`src/rtl/qbp_pkg.sv`:
```
// constants for the quasi-bidirectional port with alternate functions
package qbp_pkg;
  localparam int unsigned WIDTH = 8;
  localparam logic [7:0] LATCH_RESET = 8'hff;
  localparam real CLK_NS = 10.0;
  localparam real BOOST_NS = 20.0;
  localparam logic [1:0] BOOST_CYCLES = 2'(int'(BOOST_NS / CLK_NS));
  localparam int unsigned BIT_RXD = 0;
  localparam int unsigned BIT_TXD = 1;
  localparam int unsigned BIT_IRQ0 = 2;
  localparam int unsigned BIT_IRQ1 = 3;
  localparam int unsigned BIT_CNT0 = 4;
  localparam int unsigned BIT_CNT1 = 5;
  localparam int unsigned BIT_WRS = 6;
  localparam int unsigned BIT_RDS = 7;
endpackage

```
`src/rtl/qbp_pin.sv`:
```
// one quasi-bidirectional pin driver: latch, strong pulldown, brief pull-up boost
`timescale 1ns/1ps
`default_nettype none
module qbp_pin (
  input wire logic i_mclk,
  input wire logic i_rst,
  input wire logic i_wr,
  input wire logic i_wdata,
  input wire logic i_alt_en,
  input wire logic i_alt_val,
  input wire logic i_pin,
  output logic o_latch,
  output logic o_pin_out,
  output logic o_pin_oe,
  output logic o_weak_pu,
  output logic o_pin_in
);
  typedef struct packed {
    logic latch;
    logic [1:0] boost;
    logic pin_out;
    logic pin_oe;
    logic weak_pu;
    logic pin_in;
  } qbp_pin_s;
  qbp_pin_s st, next_st;
  logic level;
  logic rising;

  always_comb begin
    next_st = st;
    if (i_wr) begin
      next_st.latch = i_wdata;
    end
    // alternate output only shows while the latch holds 1
    level = next_st.latch & (i_alt_en ? i_alt_val : 1'b1);
    rising = level & ~st.pin_out;
    if (rising) begin
      next_st.boost = qbp_pkg::BOOST_CYCLES;
    end else if (st.boost != 2'h0) begin
      next_st.boost = st.boost - 2'h1;
    end
    next_st.pin_out = level;
    // strong drive: low always, high only during the boost
    next_st.pin_oe = ~level | rising | (st.boost > 2'h1);
    next_st.weak_pu = level;
    next_st.pin_in = i_pin;
  end

  always_ff @(posedge i_mclk) begin
    if (i_rst) begin
      st <= '{latch: 1'b1, boost: 2'h0, pin_out: 1'b1, pin_oe: 1'b0,
              weak_pu: 1'b1, pin_in: 1'b1};
    end else begin
      st <= next_st;
    end
  end

  assign o_latch = st.latch;
  assign o_pin_out = st.pin_out;
  assign o_pin_oe = st.pin_oe;
  assign o_weak_pu = st.weak_pu;
  assign o_pin_in = st.pin_in;
endmodule
`default_nettype wire

```
`src/rtl/qbp_top.sv`:
```
// two quasi-bidirectional ports: address-high port and alternate-function port
`timescale 1ns/1ps
`default_nettype none
// Overview of operation
// after reset every port bit is high, held only by the weak pullup.
// weak high doubles as input; external drivers win and pins read back.
// writing 0 turns on a strong pulldown until 1 is written or reset.
// writing 1 after 0 gives a brief strong pull-up, then weak pullup.
// address port drives the high external address byte during bus cycles.
// bit 0 is serial receive input, bit 1 serial transmit output.
// bits 2 and 3 are external interrupt 0 and 1 inputs.
// bits 4 and 5 are timer 0 and timer 1 count inputs.
// bit 6 is data write strobe, bit 7 data read strobe.
// low external-access selects external program memory, high selects internal.
// an alternate output only drives while its port latch bit holds 1.
module qbp_top (
  input wire logic i_mclk,
  input wire logic i_rst,
  input wire logic i_a_wr,
  input wire logic [7:0] i_a_wdata,
  input wire logic i_a_bus_en,
  input wire logic [7:0] i_a_addr_hi,
  input wire logic [7:0] i_a_pin,
  output logic [7:0] o_a_latch,
  output logic [7:0] o_a_pin,
  output logic [7:0] o_a_pin_out,
  output logic [7:0] o_a_pin_oe,
  output logic [7:0] o_a_weak_pu,
  input wire logic i_b_wr,
  input wire logic [7:0] i_b_wdata,
  input wire logic i_tx_en,
  input wire logic i_serial0_transmit,
  input wire logic i_wr_strobe_n,
  input wire logic i_rd_strobe_n,
  input wire logic [7:0] i_b_pin,
  output logic [7:0] o_b_latch,
  output logic [7:0] o_b_pin,
  output logic [7:0] o_b_pin_out,
  output logic [7:0] o_b_pin_oe,
  output logic [7:0] o_b_weak_pu,
  output logic o_serial0_receive_in,
  output logic o_ext_irq_zero_in,
  output logic o_ext_irq_one_in,
  output logic o_timer_zero_count_in,
  output logic o_timer_one_count_in,
  input wire logic i_ext_access_n,
  output logic o_fetch_external
);
  typedef struct packed {
    logic fetch_external;
  } qbp_top_s;
  qbp_top_s st, next_st;
  logic [7:0] b_alt_en;
  logic [7:0] b_alt_val;

  always_comb begin
    b_alt_en = 8'h00;
    b_alt_val = 8'hff;
    b_alt_en[qbp_pkg::BIT_TXD] = i_tx_en;
    b_alt_val[qbp_pkg::BIT_TXD] = i_serial0_transmit;
    b_alt_en[qbp_pkg::BIT_WRS] = 1'b1;
    b_alt_val[qbp_pkg::BIT_WRS] = i_wr_strobe_n;
    b_alt_en[qbp_pkg::BIT_RDS] = 1'b1;
    b_alt_val[qbp_pkg::BIT_RDS] = i_rd_strobe_n;
  end

  always_comb begin
    next_st.fetch_external = ~i_ext_access_n;
  end

  always_ff @(posedge i_mclk) begin
    if (i_rst) begin
      st <= '{fetch_external: 1'b0};
    end else begin
      st <= next_st;
    end
  end
  assign o_fetch_external = st.fetch_external;

  // inputs share the synchronised pin value, so they need latch high to be seen
  assign o_serial0_receive_in = o_b_pin[qbp_pkg::BIT_RXD];
  assign o_ext_irq_zero_in = o_b_pin[qbp_pkg::BIT_IRQ0];
  assign o_ext_irq_one_in = o_b_pin[qbp_pkg::BIT_IRQ1];
  assign o_timer_zero_count_in = o_b_pin[qbp_pkg::BIT_CNT0];
  assign o_timer_one_count_in = o_b_pin[qbp_pkg::BIT_CNT1];

  for (genvar g = 0; g < qbp_pkg::WIDTH; g++) begin : g_bit
    qbp_pin u_a (
      .i_mclk(i_mclk),
      .i_rst(i_rst),
      .i_wr(i_a_wr),
      .i_wdata(i_a_wdata[g]),
      .i_alt_en(i_a_bus_en),
      .i_alt_val(i_a_addr_hi[g]),
      .i_pin(i_a_pin[g]),
      .o_latch(o_a_latch[g]),
      .o_pin_out(o_a_pin_out[g]),
      .o_pin_oe(o_a_pin_oe[g]),
      .o_weak_pu(o_a_weak_pu[g]),
      .o_pin_in(o_a_pin[g])
    );
    qbp_pin u_b (
      .i_mclk(i_mclk),
      .i_rst(i_rst),
      .i_wr(i_b_wr),
      .i_wdata(i_b_wdata[g]),
      .i_alt_en(b_alt_en[g]),
      .i_alt_val(b_alt_val[g]),
      .i_pin(i_b_pin[g]),
      .o_latch(o_b_latch[g]),
      .o_pin_out(o_b_pin_out[g]),
      .o_pin_oe(o_b_pin_oe[g]),
      .o_weak_pu(o_b_weak_pu[g]),
      .o_pin_in(o_b_pin[g])
    );
  end
endmodule
`default_nettype wire

```
`config.mk`:
```
export PLATFORM = sky130hd
export DESIGN_NAME = qbp_top
export DESIGN_NICKNAME = d
export VERILOG_FILES = /design/src/rtl/qbp_pkg.sv /design/src/rtl/qbp_pin.sv /design/src/rtl/qbp_top.sv
export SDC_FILE = /design/constraint.sdc
export NUM_CORES = 1
export LEC_CHECK = 0
export BUFFER_PORTS_ARGS = -buffer_cell sky130_fd_sc_hd__buf_4
export CORE_UTILIZATION = 40
export DETAILED_ROUTE_END_ITERATION = 8
export GPL_ROUTABILITY_DRIVEN = 0
export PLACE_DENSITY = 0.66
export SYNTH_ARGS = -nofsm -noshare
export SYNTH_HDL_FRONTEND = slang
export SYNTH_HIERARCHICAL = 1
export SYNTH_SLANG_ARGS = --single-unit
```
`constraint.sdc`:
```
create_clock -name i_mclk -period 1.1 [get_ports i_mclk]
set_input_delay 0.165 -clock i_mclk [delete_from_list [all_inputs] [get_ports i_mclk]]
set_output_delay 0.165 -clock i_mclk [all_outputs]
set_load 0.05 [all_outputs]
```
# Word-level counts from Yosys, hierarchy flattened
# Cells that the tools add are included.
# totals
reg_bits,92
in_bits,50
output_inout_bits,86
# op_classes
addsub,16
magnitude_cmp,16
n_mux,57
bitwise,92
n_reduce_logical,48
# ops
op,n
2-to-1 mux 2 bit,32
nonzero test 2 bit,32
NOT 1 bit,33
> comparator 2 x 1 -> 1 bit (second input constant),16
OR 1 bit,32
OR reduction 2 bit,16
subtractor 2 x 1 -> 2 bit (second input constant),16
AND 1 bit,27
2-to-1 mux 1 bit,25

# Longest topological paths before layout
# Gate-level depths: netlist of run 1.
# logic_depth
depth_word,5
ltp_mapped,2
depth_no_buf,2

# By module
# Netlist of run 1, hierarchy kept.
# by_module_without_submodules
module,n_inst,cells_per_inst,area_each_um2,seq_area_each_um2
qbp_pin,16,20,241.5,120.1
qbp_top,1,9,68.8,20.0

# Least setup slack after synthesis of run 1
# Ideal clock, no wire load.
# synth_path
path_kind,register to register
from,register g_bit[0].u_a.st (netlist bit g_bit[0].u_a/o_latch)
to,register g_bit[0].u_a/st[4] (netlist bit)
setup_time_ns,0.120
t_arrival_ns,1.116
required_ns,0.980
path_slack_ns,-0.135
stages_incl_launch_ff,3
n_path_buf,0
synth_period_minus_slack_ns,1.235
path_cell_list,dfxtp_1 > mux2i_1 > o31a_1
# synth_via
elab_chain_cells,4
# synth_rtl
element,line,text
from (decl),qbp_pin.sv:26,"qbp_pin_s st, next_st;"
from (signal assigned),qbp_pin.sv:52,"st <= '{latch: 1'b1, boost: 2'h0, pin_out: 1'b1, pin_oe: 1'b0,"
from (signal assigned),qbp_pin.sv:55,st <= next_st;
2-to-1 mux 1 bit,qbp_pin.sv:32,if (i_wr) begin
AND 1 bit,qbp_pin.sv:36,level = next_st.latch & (i_alt_en ? i_alt_val : 1'b1);
AND 1 bit,qbp_pin.sv:37,rising = level & ~st.pin_out;
OR reduction 2 bit (no line),n/a,
# Every way passes these cells.
# A chain may end at the register's enable or synchronous reset.

==> results of run 1 <==
Yosys cell counts, drive strengths merged:
cell type / number / share of area
conb: 2 / 0.0019
inv: 16 / 0.015
mux2i: 16 / 0.041
nor2b: 16 / 0.025
nand3b: 16 / 0.031
o31a: 16 / 0.036
nand2b: 32 / 0.051
a21o: 16 / 0.031
or2: 16 / 0.025
a41oi: 16 / 0.066
buf: 21 / 0.040
o41ai: 16 / 0.066
nor2: 1 / 0.00095
mux2: 16 / 0.046
nor3b: 16 / 0.031
dfxtp: 97 / 0.49
sequential cells by signal, summed over array words and instances, names as in the netlist:
name                 cells
g_bit.u_b/st            16
g_bit.u_a/o_weak_pu      8
g_bit.u_a/o_pin_oe       8
o_fetch_external         1
g_bit.u_a/o_pin_in       8
g_bit.u_b/o_weak_pu      8
g_bit.u_b/o_pin_in       8
g_bit.u_a/o_latch        8
g_bit.u_a/st            16
g_bit.u_b/o_pin_oe       8
g_bit.u_b/o_latch        8
layout by cell type (no fill, tap or decap), types with 2 or more instances in the layout:
cell / count
mux2_1: 16
mux2i_1: 16
dfxtp_2: 17
buf_6: 21
nand3b_1: 16
dfxtp_4: 17
nand2b_1: 32
o41ai_2: 16
dfxtp_1: 63
buf_12: 2
buf_8: 27
o31a_1: 16
clkbuf_8: 9
dlygate4sd3_1: 17
a21o_1: 16
conb_1: 24
or2_1: 16
a41oi_2: 16
inv_1: 16
clkinvlp_4: 2
buf_4: 107
nor2b_1: 16
nor3b_1: 16
layout make-up:
cell class	instances	area, sq um
tap	129	161
multi-input combinational	217	1860
clock inverter	6	67.6
inverter	16	60.1
clock buffer	10	128
timing repair buffer	174	1660
fill	812	3420
sequential	97	2030
stage by stage:
step           setup TNS (ps)  worst slack [ps]  instance area (sq um)  hold WS [ps]
5_1_grt                  -128             -17.4                   5950          95.4
6_report                    0              34.7                   5950           101
4_1_cts                     0             0.405                   5780          68.9
3_5_place_dp            -5.10             -5.10                   5130           324
2_1_floorplan               0              40.7                   4060           228
3_3_place_gp                0              21.1                   5130           321
power breakdown:
part           switching [mW]  internal [mW]
Combinational            1.25          0.872
Clock                    1.25           1.06
Sequential              0.151           3.72
layer usage:
metal,vias to the layer above,part of all wire,track usage
met5,-,0,0
met4,0,0.0097,0.0647
met3,6,0.049,0.0366
met2,86,0.50,0.292
met1,1451,0.44,0.209
li1,1520,-,-
what timing repair did:
action / CTS / global route
setup buffers: 9 / 9
hold buffers: 17 / 0
endpoints found under the hold margin: 17 / 0
endpoints found under the setup margin: 33 / 42
gates resized for setup: 65 / 29
path summary, 6_finish.rpt:
path | endpoint | slack (ps) | cells after the start
max reg2reg | g_bit[0].u_a/st[5] | 160 | 2
min reg2reg | g_bit[6].u_a/st[5] | 500 | 2
min | g_bit[7].u_b/o_pin_oe | 100 | 2
max | o_a_pin_out[7] | 30 | 1
kinds of logic (layout without fill, tap and decap cells):
group,Yosys count,in the layout,synth area share
AOI/OAI and AO/OA,64,64,0.199
buffers and inverters,37,206,0.0554
DFF,97,97,0.494
muxes,32,32,0.0865
other,2,24,0.00191
and+or+nand+nor,97,97,0.164
==> summary.md, run 1 <==
| Metric | Value |
|---|---|
| Startpoint types | `flop` |
| Io pins | `136` |
| Non-Filler Instances | `649` |
| Ant diodes | `0` |
| Required time worst endpoint | `940 ps` |
| Wire length per cell | `13.1 um` |
| Via count | `3063` |
| Mapped cell area | `0.00393 sq mm` |
| Cells after synthesis | `329` |
| Die area | `0.0102 sq mm` |
| Initial DRC count | `51` |
| Period minus WS final | `1070 ps` |
| Reg-to-Reg Start | `g_bit[0].u_a/o_weak_pu` |
| H-Tree Depth | `3` |
| Global-route wire length before repair | `13.7 mm` |
| Synth unique cells | `16` |
| Crit. Startpoint | `g_bit[7].u_a/o_weak_pu` |
| Area delta synth->final | `51.4%` |
| Hold Crit Class | `in -> reg` |
| IO buf count | `135` |
| Final Setup Violations | `0` |
| RSZ-0062 raised after global routing | `yes` |
| Largest net degree at the start of global routing | `48` |
| WP buf/inv | `1` |
| Ys Warns | `6` |
| Worst Path Class, Setup | `reg -> out` |
| Syn Area/Cell | `12.0 sq um` |
| Chip Width | `101 um` |
| Leakage | `2.47 nW` |
| TritonCTS Buffers | `9` |
| Final wirelength | `8.53 mm` |
| DRC errors left | `0` |
| Max Clock Skew | `6.13 ps` |
| Clock Sinks | `97` |
| CP max-delay cell | `dfxtp_4` |
| Final Max Slew Viols | `0` |
| Placed insts | `598` |
| Register area share after synthesis | `0.494` |
| Initial Utilization | `0.420` |
| Power Density | `1390 mW/mm^2` |
| Final Hold Violating Endpoints | `0` |
| CTS tree | `done` |
| Finished Core Util | `0.635` |
| Total power | `8.30 mW` |
| CP endpoint kind | `output port` |
| Clock root cell | `clkbuf_8` |
| Fmax | `939 MHz` |
| Layout Nets | `565` |
| Crit share post-route | `0.968` |
| Initial antenna violation count | `0` |
| Die Ht | `101 um` |
| Total grt overflow | `0` |
| Antenna Nets Post-Route | `0` |
| Vias in the first global route | `3037` |
| Worst path cell trace | `buf_8` |
| Largest stage delay on the critical path | `400 ps` |
| DR pass1 iterations | `4` |
| Layout cells sized above 1 | `0.458` |
| Site Rows | `35` |
| Crit path arrival time | `900 ps` |
| Worst skew pair latency | `350 ps` |
| CP top delay family | `flip-flops` |
| Status | `complete, no violations` |
| Routed vias/inst | `4.72` |
| Core ar. | `0.00937 sq mm` |
| Hold wc startpoint | `i_rst` |
| Register bit total from synthesis | `97` |
| Clock transition at the registers of the reported paths | `90 ps` |
| MaxCap Viol Count | `0` |
| VDD IR max | `0.778 mV` |
| Global Route Usage Sum | `0.170` |
| Clock tree buffer depth | `2` |
| HPWL Detailed | `5.83 mm` |
| Max Fanout on Critical Path | `5` |
Note: power is estimated with default switching activity, not from simulation.
==> run 2, diff against run 1 <==
BUFFER_PORTS_ARGS = default   (was -buffer_cell sky130_fd_sc_hd__buf_4)
CAP_MARGIN = 5   (was default)
DONT_BUFFER_PORTS = 1   (was default)
PLACE_DENSITY = default   (was 0.66)
==> run 2 against run 1 <==
Net effect:
- the run now ends with negative hold slack left
- total power fell by 1.4%
- register-to-register slack lost 90 ps
- wire length down 10%
- core utilization shrank 6.5 points
- sequential share of layout area increased by 4.3 points
- clock power increased by 12%
- non-clock buffer count decreased by 86
- cell area down 10%
- flip-flop and latch count is the same
- critical endpoint is now o_fetch_external
==> summary.md, run 2 (synthesized netlist as in run 1, its figures left out) <==
| Metric | Value |
|---|---|
| Max Clock Skew | `13.4 ps` |
| CP dominant cell by count | `dlygate4sd3_1` |
| Final Hold Violating Endpoints | `77` |
| Crit path arrival time | `1370 ps` |
| Area of the multi-input gates | `0.00186 sq mm` |
| Period minus WS final | `1080 ps` |
| Global Route Usage Sum | `0.153` |
| Startpoint types | `primary input` |
| HPWL Detailed | `5.01 mm` |
| DRC errors left | `0` |
| Max Fanout on Critical Path | `1` |
| R2R setup slack | `70 ps` |
| Clock tree buffer depth | `2` |
| Largest net degree at the start of global routing | `114` |
| Post-cts hold buffer count | `18` |
| Clock transition at the registers of the reported paths | `100 ps` |
| Net Sw Frac | `0.298` |
| Layout Nets | `479` |
| Clock power frac | `0.315` |
| Hold Crit Class | `in -> reg` |
| CTS tree | `done` |
| Initial Utilization | `0.420` |
| Final Max Slew Viols | `0` |
| Io pins | `136` |
| IO buf count | `0` |
| CP endpoint kind | `flop` |
| Largest stage delay on the critical path | `560 ps` |
| Worst path cell trace | `dlygate4sd3_1, nor2_2, dlygate4sd3_1` |
| Reg2reg path depth | `3` |
| TritonCTS Buffers | `9` |
| Clock Sinks | `97` |
| Fmax | `926 MHz` |
| Failing checks | `negative hold slack` |
| Fin area | `0.00534 sq mm` |
| Crit share post-route | `0.982` |
| VDD IR max | `0.870 mV` |
| Pre-CTS setup slack | `193 ps` |
| WHS Endpoint | `g_bit[7].u_b/o_pin_oe` |
| Largest registers | `g_bit.u_a/st x16, g_bit.u_b/st x16` |
| Hold slack | `-130 ps` |
| Total grt overflow | `0` |
| Most common cell after layout, fill and taps aside | `dfxtp_1` |
| CP max-delay cell | `dlygate4sd3_1` |
| Initial antenna violation count | `0` |
| Combinational share of power | `0.194` |
| Site Rows | `35` |
| Hold path depth | `1` |
| Sequential share of power | `0.491` |
| Hold wc startpoint | `i_rst` |
| Worst setup margin | `19.8 ps` |
| Pint | `5.75 mW` |
| Register area | `0.00205 sq mm` |
| R2R Path End | `g_bit[1].u_a/st[5]` |
| Status | `complete, but fails checks` |
| MaxCap Viol Count | `0` |
| Total power | `8.19 mW` |
| Initial DRC count | `28` |
| Clock root cell | `clkbuf_8` |
| H-Tree Depth | `3` |
| Final Setup Violations | `0` |
| Ant diodes | `0` |
| Cell Area, Placed | `0.00465 sq mm` |
| Chip Width | `101 um` |
| Core ar. | `0.00937 sq mm` |
| Reg-to-Reg Start | `g_bit[1].u_a/o_weak_pu` |
| Die Ht | `101 um` |
| Routed vias/inst | `4.82` |
| DR pass1 iterations | `4` |
| Worst skew pair latency | `350 ps` |
| Die area | `0.0102 sq mm` |
| Fill cells | `827` |
| Leakage | `2.08 nW` |
| WP buf/inv | `2` |
| Vias in the first global route | `2705` |
| Global-route wire length before repair | `12.3 mm` |
| Antenna Nets Post-Route | `0` |
| Switch Pwr | `2.44 mW` |
| Area delta synth->final | `35.9%` |
| Layout cells sized above 1 | `0.394` |
| Required time worst endpoint | `1390 ps` |
| Worst Path Class, Setup | `in -> reg` |
| Wire length per cell | `13.6 um` |
| CP top delay family | `buffers and inverters` |
| Final wirelength | `7.67 mm` |
| RSZ-0062 raised after global routing | `yes` |
| Via count | `2712` |
| Most frequent cells in the layout | `44 x dfxtp_1, 38 x buf_4, 37 x dfxtp_2, 32 x nand2b_1, 24 x conb_1` |
| Power Density | `1530 mW/mm^2` |
## run 2: cell type report
type	count	area share
timing repair buffer	88	0.185
sequential	97	0.383
clock buffer	11	0.0265
tap	129	0.0302
inverter	16	0.0112
multi-input combinational	217	0.348
clock inverter	5	0.0162
## run 2: stage by stage
step	hold WS, ps	util	setup TNS, ps	std cells
after floorplan	228	-	0	351
after global placement	237	0.496	0	513
after detailed placement	241	0.496	0	513
after CTS	-153	0.561	-25.8	557
after global routing	-157	0.570	-53.8	563
final	-130	0.570	0	563
## run 2: worst max path at each step
stage	startpoint	to	slack, ps	depth (start not counted)
6_report	i_ext_access_n	o_fetch_external	20	3
4_1_cts	g_bit[6].u_b/o_weak_pu	o_b_weak_pu[6]	-9	1
5_1_grt	g_bit[6].u_b/o_weak_pu	o_b_weak_pu[6]	-20	1
3_5_place_dp	g_bit[7].u_b/o_latch	g_bit[7].u_b/o_weak_pu	190	2
2_1_floorplan	g_bit[0].u_b/o_pin_in	o_b_pin[0]	40	1
3_3_place_gp	g_bit[3].u_b/o_latch	g_bit[3].u_b/o_weak_pu	200	2
## run 2: power groups by stage
stage	combinational, mW	clock (mW)	sequential, mW
5_1_grt	1.67	2.81	4.05
6_report	1.59	2.58	4.02
2_1_floorplan	0.653	0	4.53
4_1_cts	1.55	2.70	4.03
3_5_place_dp	1.40	0	4.13
3_3_place_gp	1.39	0	4.12
## run 2: timing repair
item,4_1_cts,5_1_grt
endpoints found under the setup margin,49,30
hold endpoints to repair,97,94
gates resized for setup,50,13
pin swaps,0,0
buffers inserted,10,6
## run 2: worst reg2reg max path, delay by kind of cell (launching register included)
family                 cells  cell delay [ps]
buffers and inverters      2              260
AO/OA/AOI/OAI              1              320
flip-flops                 1              370
## run 2: per-layer routing
metal | up-vias | GRT usage | share of wire
met5 | - | 0 | 0
met4 | 0 | 0.0624 | 0.014
met3 | 9 | 0.0504 | 0.074
met2 | 90 | 0.267 | 0.49
met1 | 1270 | 0.171 | 0.43
li1 | 1343 | - | -
